**src/inc/cfg_pin_pkg.sv**
```systemverilog
// Package for the configuration status pin logic.
// Assumes a single 25 MHz clock and a synchronous active-high reset.
package cfg_pin_pkg;
    // Clock period in nanoseconds.
    localparam int CLK_PERIOD_NS = 40;
    // Master-mode extra wait after the initialisation line rises, in microseconds.
    localparam int MASTER_WAIT_MIN_US = 30;
    localparam int MASTER_WAIT_MAX_US = 300;
    // Least wait rounds up to whole cycles.
    localparam int MASTER_WAIT_CYCLES =
        (MASTER_WAIT_MIN_US * 1000 + CLK_PERIOD_NS - 1) / CLK_PERIOD_NS;
    // Longest wait rounds down.
    localparam int MASTER_WAIT_MAX_CYCLES = (MASTER_WAIT_MAX_US * 1000) / CLK_PERIOD_NS;
    // Cycles spent clearing the configuration memory after power is stable.
    localparam int CLEAR_CYCLES = 16;
    // Number of fast clock inputs and global buffer pairs.
    localparam int FAST_CLOCKS = 4;
    localparam int GLOBAL_PAIRS = 8;
    localparam int SECONDARY_INPUTS = 4;
    // Counter width for the sequencing counter.
    localparam int CNT_W = 16;
    // Reset values of the pin drivers.
    localparam logic BUSY_HIGH_RESET = 1'b1;
    localparam logic BUSY_LOW_RESET = 1'b0;

    // Configuration sequence states, Gray coded along the master-mode path.
    typedef enum logic [2:0] {
        ST_POWER = 3'b000,
        ST_CLEAR = 3'b001,
        ST_WAIT = 3'b011,
        ST_MWAIT = 3'b010,
        ST_LOAD = 3'b110,
        ST_ERROR = 3'b111,
        ST_USER = 3'b100
    } cfg_state_e;
endpackage

```
**src/rtl/pin_sync.sv**
```systemverilog
// Two-flip-flop synchroniser bank for pins arriving from outside the clock domain.
// Assumes ref_clk is the only clock; the first stage feeds only the second.
`timescale 1ns/100ps
module pin_sync #(
    parameter int WIDTH = 1
) (
    input wire logic ref_clk,
    input wire logic rst,
    input wire logic clk_en,
    input wire logic [WIDTH-1:0] async_in,
    output logic [WIDTH-1:0] sync_out
);
    logic [WIDTH-1:0] meta_reg;
    logic [WIDTH-1:0] meta_next;
    logic [WIDTH-1:0] sync_reg;
    logic [WIDTH-1:0] sync_next;

    // Next values hold while the clock enable is low.
    always_comb begin
        meta_next = clk_en ? async_in : meta_reg;
        sync_next = clk_en ? meta_reg : sync_reg;
    end

    // Registers both stages; reset loads all ones, the idle level of pulled-up pins.
    always_ff @(posedge ref_clk) begin
        if (rst) begin
            meta_reg <= '1;
            sync_reg <= '1;
        end else begin
            meta_reg <= meta_next;
            sync_reg <= sync_next;
        end
    end

    assign sync_out = sync_reg;
endmodule

```
**src/rtl/config_status_pin_logic.sv**
```systemverilog
// Configuration status pin sequencer with test access and clock input routing.
// Assumes one 25 MHz clock, synchronous reset, and pad-level wires built outside.
`timescale 1ns/100ps
////////////////////////////////////////////////////////////////////////////////
// Behaviour
// - Busy-high pin driven high until user I/O active, then released.
// - Busy-low pin driven low until user I/O active, then released.
// - Init line pulled low during power settling and memory clearing.
// - Externally held-low init line keeps device waiting before configuration.
// - Master mode waits an extra 30 to 300 us after init rises.
// - Configuration data error drives init line low during configuration.
// - After user I/O active, init line becomes general-purpose I/O.
// - Without boundary-scan macro, scan disabled after user I/O active and test pins become user I/O.
// - Test pins pass through the pin synchronisers and a register; feed user logic afterwards.
// - Each low-skew and early buffer pair takes one shared input.
// - Four fast I/O clocks serve left/right upper/lower octants.
module config_status_pin_logic #(
    parameter int WAIT_CYCLES = cfg_pin_pkg::MASTER_WAIT_CYCLES,
    parameter int CLR_CYCLES = cfg_pin_pkg::CLEAR_CYCLES,
    parameter int NPAIR = cfg_pin_pkg::GLOBAL_PAIRS,
    parameter int NFAST = cfg_pin_pkg::FAST_CLOCKS,
    parameter int NSEC = cfg_pin_pkg::SECONDARY_INPUTS
) (
    input wire logic ref_clk,
    input wire logic rst,
    input wire logic clk_en,
    input wire logic power_stable,
    input wire logic master_mode,
    input wire logic load_done,
    input wire logic data_error,
    input wire logic boundary_scan_macro,
    input wire logic init_in,
    output logic init_out,
    output logic init_oe,
    output logic config_busy_high_out,
    output logic config_busy_high_oe,
    output logic config_busy_low_out,
    output logic config_busy_low_oe,
    output logic config_start,
    output logic user_io_active,
    input wire logic user_init_out,
    input wire logic user_init_oe,
    input wire logic user_busy_high_out,
    input wire logic user_busy_high_oe,
    input wire logic user_busy_low_out,
    input wire logic user_busy_low_oe,
    input wire logic [2:0] test_pads_in,
    output logic [2:0] test_to_scan,
    output logic [2:0] test_to_user,
    output logic scan_enable,
    input wire logic [NPAIR-1:0] global_clock_inputs,
    input wire logic [NPAIR-1:0] global_from_logic,
    input wire logic [NPAIR-1:0] global_sel_logic,
    input wire logic [NPAIR-1:0] global_pin_used,
    output logic [NPAIR-1:0] low_skew_clock_buffer,
    output logic [NPAIR-1:0] early_clock_buffer,
    output logic [NPAIR-1:0] global_user_io,
    input wire logic [NSEC-1:0] secondary_global_inputs,
    input wire logic [NSEC-1:0] secondary_from_logic,
    input wire logic [NSEC-1:0] secondary_sel_logic,
    input wire logic [NSEC-1:0] secondary_pin_used,
    output logic [NSEC-1:0] secondary_global_net,
    output logic [NSEC-1:0] secondary_user_io,
    input wire logic [NFAST-1:0] fast_io_clock_inputs,
    output logic [NFAST-1:0] fast_octant_clock
);
    ////////////////////////////////////////////////////////////////////////////
    // Pin synchronisers.
    localparam int NSYNC = 4 + NPAIR + NSEC + NFAST;
    logic [NSYNC-1:0] sync_in;
    logic [NSYNC-1:0] sync_q;
    logic init_s;
    logic [2:0] test_s;
    logic [NPAIR-1:0] gck_s;
    logic [NSEC-1:0] sec_s;
    logic [NFAST-1:0] fast_s;

    assign sync_in = {fast_io_clock_inputs, secondary_global_inputs, global_clock_inputs,
                      test_pads_in, init_in};
    assign init_s = sync_q[0];
    assign test_s = sync_q[3:1];
    assign gck_s = sync_q[3+NPAIR:4];
    assign sec_s = sync_q[3+NPAIR+NSEC:4+NPAIR];
    assign fast_s = sync_q[NSYNC-1:4+NPAIR+NSEC];

    pin_sync #(.WIDTH(NSYNC)) u_sync (
        .ref_clk(ref_clk),
        .rst(rst),
        .clk_en(clk_en),
        .async_in(sync_in),
        .sync_out(sync_q)
    );

    ////////////////////////////////////////////////////////////////////////////
    // Configuration sequencer.
    cfg_pin_pkg::cfg_state_e state_reg;
    cfg_pin_pkg::cfg_state_e state_next;
    logic [cfg_pin_pkg::CNT_W-1:0] cnt_reg;
    logic [cfg_pin_pkg::CNT_W-1:0] cnt_next;
    logic start_reg;
    logic start_next;

    // Computes the next sequencer state and the wait counter.
    always_comb begin
        state_next = state_reg;
        cnt_next = cnt_reg;
        start_next = 1'b0;
        case (state_reg)
            cfg_pin_pkg::ST_POWER: begin
                cnt_next = '0;
                if (power_stable) begin
                    state_next = cfg_pin_pkg::ST_CLEAR;
                end
            end
            cfg_pin_pkg::ST_CLEAR: begin
                cnt_next = cnt_reg + 1'b1;
                if (cnt_reg == cfg_pin_pkg::CNT_W'(CLR_CYCLES - 1)) begin
                    state_next = cfg_pin_pkg::ST_WAIT;
                    cnt_next = '0;
                end
            end
            cfg_pin_pkg::ST_WAIT: begin
                cnt_next = '0;
                if (init_s) begin
                    if (master_mode) begin
                        state_next = cfg_pin_pkg::ST_MWAIT;
                    end else begin
                        state_next = cfg_pin_pkg::ST_LOAD;
                        start_next = 1'b1;
                    end
                end
            end
            cfg_pin_pkg::ST_MWAIT: begin
                cnt_next = cnt_reg + 1'b1;
                if (!init_s) begin
                    state_next = cfg_pin_pkg::ST_WAIT;
                    cnt_next = '0;
                end else if (cnt_reg == cfg_pin_pkg::CNT_W'(WAIT_CYCLES - 1)) begin
                    state_next = cfg_pin_pkg::ST_LOAD;
                    start_next = 1'b1;
                end
            end
            cfg_pin_pkg::ST_LOAD: begin
                if (data_error) begin
                    state_next = cfg_pin_pkg::ST_ERROR;
                end else if (load_done) begin
                    state_next = cfg_pin_pkg::ST_USER;
                end
            end
            cfg_pin_pkg::ST_ERROR: begin
                state_next = cfg_pin_pkg::ST_ERROR;
            end
            cfg_pin_pkg::ST_USER: begin
                state_next = cfg_pin_pkg::ST_USER;
            end
            default: begin
                state_next = cfg_pin_pkg::ST_POWER;
                cnt_next = '0;
            end
        endcase
    end

    // Registers the sequencer state.
    always_ff @(posedge ref_clk) begin
        if (rst) begin
            state_reg <= cfg_pin_pkg::ST_POWER;
            cnt_reg <= '0;
            start_reg <= 1'b0;
        end else if (clk_en) begin
            state_reg <= state_next;
            cnt_reg <= cnt_next;
            start_reg <= start_next;
        end
    end

    ////////////////////////////////////////////////////////////////////////////
    // Status pin drivers.
    logic user_next;
    logic init_out_next;
    logic init_oe_next;
    logic hdc_out_next;
    logic hdc_oe_next;
    logic ldc_out_next;
    logic ldc_oe_next;
    logic scan_en_next;
    logic [2:0] test_scan_next;
    logic [2:0] test_user_next;

    // Drives the status pins during configuration and hands them to user logic afterwards.
    always_comb begin
        user_next = (state_next == cfg_pin_pkg::ST_USER);
        init_out_next = 1'b0;
        init_oe_next = (state_next == cfg_pin_pkg::ST_POWER)
                    || (state_next == cfg_pin_pkg::ST_CLEAR)
                    || (state_next == cfg_pin_pkg::ST_ERROR);
        hdc_out_next = cfg_pin_pkg::BUSY_HIGH_RESET;
        hdc_oe_next = 1'b1;
        ldc_out_next = cfg_pin_pkg::BUSY_LOW_RESET;
        ldc_oe_next = 1'b1;
        if (user_next) begin
            init_out_next = user_init_out;
            init_oe_next = user_init_oe;
            hdc_out_next = user_busy_high_out;
            hdc_oe_next = user_busy_high_oe;
            ldc_out_next = user_busy_low_out;
            ldc_oe_next = user_busy_low_oe;
        end
        scan_en_next = !user_next || boundary_scan_macro;
        test_scan_next = scan_en_next ? test_s : 3'b000;
        test_user_next = user_next ? test_s : 3'b000;
    end

    // Registers the pin drivers so every output comes from a flip-flop.
    always_ff @(posedge ref_clk) begin
        if (rst) begin
            user_io_active <= 1'b0;
            config_start <= 1'b0;
            init_out <= 1'b0;
            init_oe <= 1'b1;
            config_busy_high_out <= cfg_pin_pkg::BUSY_HIGH_RESET;
            config_busy_high_oe <= 1'b1;
            config_busy_low_out <= cfg_pin_pkg::BUSY_LOW_RESET;
            config_busy_low_oe <= 1'b1;
            scan_enable <= 1'b1;
            test_to_scan <= 3'b000;
            test_to_user <= 3'b000;
        end else if (clk_en) begin
            user_io_active <= user_next;
            config_start <= start_next;
            init_out <= init_out_next;
            init_oe <= init_oe_next;
            config_busy_high_out <= hdc_out_next;
            config_busy_high_oe <= hdc_oe_next;
            config_busy_low_out <= ldc_out_next;
            config_busy_low_oe <= ldc_oe_next;
            scan_enable <= scan_en_next;
            test_to_scan <= test_scan_next;
            test_to_user <= test_user_next;
        end
    end

    ////////////////////////////////////////////////////////////////////////////
    // Clock input routing, one generate loop per resource kind.
    genvar gi;
    generate
        for (gi = 0; gi < NPAIR; gi++) begin : g_pair
            logic src_next;
            // One shared source feeds both buffers of the pair.
            always_comb begin
                src_next = global_sel_logic[gi] ? global_from_logic[gi] : gck_s[gi];
            end
            always_ff @(posedge ref_clk) begin
                if (rst) begin
                    low_skew_clock_buffer[gi] <= 1'b0;
                    early_clock_buffer[gi] <= 1'b0;
                    global_user_io[gi] <= 1'b0;
                end else if (clk_en) begin
                    low_skew_clock_buffer[gi] <= src_next;
                    early_clock_buffer[gi] <= src_next;
                    global_user_io[gi] <= global_pin_used[gi] ? 1'b0 : gck_s[gi];
                end
            end
        end
        for (gi = 0; gi < NSEC; gi++) begin : g_sec
            logic net_next;
            // Global net takes logic or pin; an unused pin passes to user I/O.
            always_comb begin
                net_next = secondary_sel_logic[gi] ? secondary_from_logic[gi]
                                                   : (secondary_pin_used[gi] & sec_s[gi]);
            end
            always_ff @(posedge ref_clk) begin
                if (rst) begin
                    secondary_global_net[gi] <= 1'b0;
                    secondary_user_io[gi] <= 1'b0;
                end else if (clk_en) begin
                    secondary_global_net[gi] <= net_next;
                    secondary_user_io[gi] <= secondary_pin_used[gi] ? 1'b0 : sec_s[gi];
                end
            end
        end
        for (gi = 0; gi < NFAST; gi++) begin : g_fast
            // Index 0 left upper, 1 left lower, 2 right upper, 3 right lower octant.
            always_ff @(posedge ref_clk) begin
                if (rst) begin
                    fast_octant_clock[gi] <= 1'b0;
                end else if (clk_en) begin
                    fast_octant_clock[gi] <= fast_s[gi];
                end
            end
        end
    endgenerate

    ////////////////////////////////////////////////////////////////////////////
    // Assertions.
    property p_busy_high;
        @(posedge ref_clk) disable iff (rst)
        !user_io_active |-> (config_busy_high_oe && config_busy_high_out);
    endproperty
    a_busy_high: assert property (p_busy_high) else $error("busy high not driven");

    property p_busy_low;
        @(posedge ref_clk) disable iff (rst)
        !user_io_active |-> (config_busy_low_oe && !config_busy_low_out);
    endproperty
    a_busy_low: assert property (p_busy_low) else $error("busy low not driven");

    property p_init_clear;
        @(posedge ref_clk) disable iff (rst)
        (state_reg == cfg_pin_pkg::ST_CLEAR) |-> (init_oe && !init_out);
    endproperty
    a_init_clear: assert property (p_init_clear) else $error("init not low in clear");

    property p_wait_hold;
        @(posedge ref_clk) disable iff (rst || !clk_en)
        (state_reg == cfg_pin_pkg::ST_WAIT && !init_s) |=> !config_start;
    endproperty
    a_wait_hold: assert property (p_wait_hold) else $error("started while held");

    property p_master_wait;
        @(posedge ref_clk) disable iff (rst)
        (state_reg == cfg_pin_pkg::ST_MWAIT && state_next == cfg_pin_pkg::ST_LOAD)
            |-> (cnt_reg == cfg_pin_pkg::CNT_W'(WAIT_CYCLES - 1));
    endproperty
    a_master_wait: assert property (p_master_wait) else $error("master wait length");

    property p_error_init;
        @(posedge ref_clk) disable iff (rst || !clk_en)
        (state_reg == cfg_pin_pkg::ST_LOAD && data_error) |=> (init_oe && !init_out);
    endproperty
    a_error_init: assert property (p_error_init) else $error("error not reported");

    property p_init_user;
        @(posedge ref_clk) disable iff (rst || !clk_en)
        (state_next == cfg_pin_pkg::ST_USER) |=> (init_oe == $past(user_init_oe));
    endproperty
    a_init_user: assert property (p_init_user) else $error("init not released");

    property p_scan_off;
        @(posedge ref_clk) disable iff (rst)
        (user_io_active && !$past(boundary_scan_macro)) |-> !scan_enable;
    endproperty
    a_scan_off: assert property (p_scan_off) else $error("scan still enabled");

    property p_pair_same;
        @(posedge ref_clk) disable iff (rst)
        low_skew_clock_buffer == early_clock_buffer;
    endproperty
    a_pair_same: assert property (p_pair_same) else $error("pair inputs differ");
endmodule

```
**config.mk**
```make
export PLATFORM = sky130hd
export DESIGN_NAME = config_status_pin_logic
export DESIGN_NICKNAME = d
export VERILOG_FILES = /design/src/inc/cfg_pin_pkg.sv /design/src/rtl/pin_sync.sv /design/src/rtl/config_status_pin_logic.sv
export SDC_FILE = /design/constraint.sdc
export NUM_CORES = 1
export LEC_CHECK = 0
export BUFFER_PORTS_ARGS = -buffer_cell sky130_fd_sc_hd__buf_2
export CORE_MARGIN = 2
export CORE_UTILIZATION = 45
export DETAILED_ROUTE_END_ITERATION = 16
export PLACE_DENSITY = 0.8
export SLEW_MARGIN = 20
export SYNTH_ARGS = -nofsm -noshare
export SYNTH_HDL_FRONTEND = slang
export SYNTH_SLANG_ARGS = --single-unit
```
**constraint.sdc**
```tcl
create_clock -name ref_clk -period 6.75 [get_ports ref_clk]
set_input_delay 1.35 -clock ref_clk [delete_from_list [all_inputs] [get_ports ref_clk]]
set_output_delay 1.35 -clock ref_clk [all_outputs]
set_load 0.05 [all_outputs]
```
# Word level (Yosys, flattened, before mapping)
# Cells that the tools add are included.
[totals] output_inout_bits=51 ff_bits=102 romBits=0 elab_cells=117 latch_bits=0 ram_bits=0 n_memories=0
[classes] addsub=1 magnitude_cmp=0 n_mux=49 shifts=0 n_eq_ne=11 reduce_logical=8 multipliers=0 n_div=0 bitwise_logic=5
[ops] op="16-bit one-hot mux with 3 select lines" n=1
[ops] op="1-bit two-way mux" n=34
[ops] op="16-bit two-way mux" n=2
[ops] op="3-bit two-way mux" n=10
[ops] op="3-bit one-hot mux with 7 select lines" n=1
[ops] op="16-bit by 1-bit adder with 16-bit output (second input constant)" n=1
[ops] op="16-bit by 10-bit equality test with 1-bit output (second input constant)" n=1
[ops] op="16-bit by 4-bit equality test with 1-bit output (second input constant)" n=1
[ops] op="3-bit equality test (second input constant)" n=5
[ops] op="3-bit by 1-bit equality test with 1-bit output (second input constant)" n=2
[ops] op="3-bit by 2-bit equality test with 1-bit output (second input constant)" n=2
[ops] op="3-bit zero test" n=2
[ops] op="1-bit bitwise AND" n=4
[ops] op="1-bit logical OR" n=3
[ops] op="3-bit OR reduction" n=1
[ops] op="1-bit one-hot mux with 2 select lines" n=1
[ops] op="2-bit AND reduction" n=1
[ops] op="1-bit zero test" n=1
[ops] op="1-bit inverter" n=1

# Logic depth before layout (Yosys ltp)
[logic_depth] word_depth=8 ltp_mapped=7 depth_no_buf=6

# By module
# A second synthesis with hierarchy kept.
[hier_totals] cells_unflattened=469 hier_area_um2=4330.4
[modules_own_cells] mod="config_status_pin_logic" cells_each=337 area_each_um2=2842.7 n_inst=1 seq_area_each_um2=1241.2
[modules_own_cells] mod="pin_sync" cells_each=132 area_each_um2=1487.7 n_inst=1 seq_area_each_um2=800.8

# Worst setup path before layout
# No wires, ideal clock.
[synth_path] kind="input port to flip-flop" start="in clk_en" end="reg cnt_reg[11] (netlist name)" arrival_time_ns=2.622 path_slack_ns=4.002 path_stages=6 path_buffers=2 path_cell_list="clkbuf_1 -> clkinv_1 -> a21o_1 -> clkbuf_1 -> o21ai_2 -> nor2_1"
[synth_via] elab_chain_len=1
[synth_lines] element="start: declaration" line_no="config_status_pin_logic.sv:26" text="input wire logic clk_en,"
[synth_lines] element="2-bit AND reduction (no line)"
[synth_lines] element="end signal: assignment" line_no="config_status_pin_logic.sv:171" text="cnt_reg <= cnt_next;"
[synth_lines] element="end: declaration" line_no="config_status_pin_logic.sv:98" text="logic [cfg_pin_pkg::CNT_W-1:0] cnt_reg;"
# No other way between the ends.
# A chain may end at the register's enable or synchronous reset.

# Final worst setup path
[layout_path] start="in clk_en" end="reg cnt_reg[8] (netlist name)"
# Same word-level chain as after synthesis.

==> run metrics <==
ys flop type dfxtp_1; Clk pin slew, worst setup/hold paths 90 ps; die area 0.01029 mm²; Starting DRT DRC Count 157; Worst EP arrival 3770 ps; Final Setup Violations 0; PwrDens 252.5 mW/mm²; Sw Ratio 0.2917; first-pass GRT wire length 15750 µm; Hold Path Class reg2reg; Worst Max-Slew Pin Slew 884.2 ps; GRT Util Overall 0.1908; initial antenna violation count 0; post-synthesis instance area 0.004273 mm²; die height 101.4 µm; row count 35; DR vias 3624; Final Slew Violations 0; EDFF count, synth 0; Synth cell types 59; Period Utilization, post-route 0.5155; Synth top cells by count dfxtp_1 (102), nand2_1 (78), nor2_1 (65), mux2i_1 (53), a21oi_1 (22); Slew headroom 0.4069; Initial Util 0.4624; cts hold-fix bufs 0; crit end category flop; combinational share of power 0.160; Yosys warning count 0; Routed WL per cell 13.95 µm; maximum VDD drop 0.0001515 V; FFs w/ async S/R, synth 0; later-pin clock latency in the skew report 370 ps; syn_area_per_cell 9.150 µm²; GP Congestion 0.8911; largest net degree at the start of global routing 63; skew final 14.53 ps; Final Util 0.5526; Gate Count Post-Synth 467; syn_nets 539; critical path required time 7040 ps; Total Nets Final 638; Num CTS Buffers 9; Max Cap Violations 0; Int Power 913.3 µW; Core ar. 0.009240 mm²; clock tree from TritonCTS done; RSZ-0062 raised after global routing no; DRT Pass-1 Iters 4; DP HPWL 7027 µm; CP Max Fanout 30; Final Hold Fails 0; DP Area 0.004873 mm²; Fmax 287.4 MHz; CTS Root Cell clkbuf_8; status finished clean; Antenna Cells 0; Layout area overhead 19.50%; critical-path cell list buf_4, clkinv_1, a21o_1, a21oi_1, nand3b_1, a21oi_1; vias in the first global route 3472; # IOs 121; crit path kind in2reg; Power, Total 1289 µW; CP max stage cell clkinv_1; Final ANT Viol Nets 0; Synth top area share 0.4779; Seq/Total Area, Yosys 0.4779; post-CTS setup buffer count 0; Placed Cells 684; Synth area leader dfxtp_1; grt ovf 0; count leader, synth dfxtp_1; H-tree Lvls 3; register bit total from synthesis 102; Chip Width 101.4 µm; Clock Path Buffers 2; final std cells w/o fill 700; Psw 376.2 µW; drc violations 0; Clk pwr share 0.336; share of cells above drive strength 1 0.2697; final wirelength 9763 µm; PostCTS Resize Cnt 0; Worst Setup Start Kind input pin; CP dominant cell by count a21oi_1; fin area 0.005106 mm²; P_leak 0.002309 µW; Period minus WS final 3480 ps; synth top area cells dfxtp_1 (48%), mux2i_1 (12%), nand2_1 (6.9%); sequential share of power 0.504; port bufs 120; Final TNS setup 0 ps; TritonCTS Sinks 102; crit-path max cell delay 790 ps; via/cell ratio 5.177
## cells by family (layout without fill, tap and decap cells)
group	after synthesis	in the layout	synth area share
AOI/OAI and AO/OA	74	74	0.1286
xor gates and xnor gates	8	8	0.01640
adders and majority gates	2	2	0.005856
buffers and inverters	40	144	0.04802
DFF	102	102	0.4779
muxes	53	53	0.1242
and+or+nand+nor	188	188	0.1991
## through the flow
step | hold WS, ps | setup WS [ps]
floorplan | 441.3 | 4002
global placement | 453.9 | 3048
detailed placement | 459.3 | 2946
CTS | 471.1 | 3311
global route | 499.4 | 3009
finish | 467.7 | 3270
## placed cells by master, fill, tap and decap left out, types with 2 or more instances in the layout
cell / count
a211oi_1: 9
a21oi_1: 22
a22oi_1: 2
a31oi_1: 3
a32o_1: 3
a32oi_1: 6
and2_1: 2
and3_1: 2
and4_1: 2
buf_2: 119
buf_4: 4
bufinv_16: 2
clkbuf_8: 9
dfxtp_1: 102
ha_1: 2
inv_1: 4
mux2i_1: 53
nand2_1: 78
nand3_1: 8
nand3b_1: 5
nand4_1: 6
nor2_1: 65
nor3_1: 3
nor4_1: 2
o211ai_1: 4
o21ai_0: 8
o32ai_1: 3
or2b_2: 2
or4_4: 2
xnor2_1: 3
xor2_1: 5
## per-layer routing
metal / wire (µm) / global-route usage
met1: 4233 / 0.2323
met4: 262 / 0.08316
met5: 0 / 0
met2: 4819 / 0.3230
met3: 448 / 0.04417
## critical path, delay by kind of cell
| family | cells | cell delay (ps) |
|---|---|---|
| AND/OR/NAND/NOR | 1 | 130 |
| buffers and inverters | 2 | 1100 |
| AO/OA/AOI/OAI | 3 | 1180 |
## power groups by stage
stage                     clock network [µW]  logic [µW]  registers (µW)
after floorplan                            0         106             711
after CTS                                442         208             649
after detailed placement                   0         207             663
after global placement                     0         203             661
final                                    434         207             649
after global routing                     468         223             653
## layout make-up
type,count,area (µm²)
clock buffers,10,127.6
clock inverters,6,105.1
fillers,826,4134
inverters,5,18.77
multi-input cells,325,2026
flip-flops and latches,102,2042
well taps,129,161.4
repair buffers,123,625.6
## final timing paths
kind / start / to / depth (start not counted) / slack (ps)
max: clk_en / cnt_reg[8]$_SDFFE_PP0P_ / 6 / 3270
min: config_start$_SDFFE_PP0P_ / config_start$_SDFFE_PP0P_ / 2 / 470
max reg2reg: cnt_reg[11]$_SDFFE_PP0P_ / test_to_scan[2]$_SDFFE_PP0P_ / 5 / 4400
min reg2reg: config_start$_SDFFE_PP0P_ / config_start$_SDFFE_PP0P_ / 2 / 470
Power figures use the tool's default switching activity.
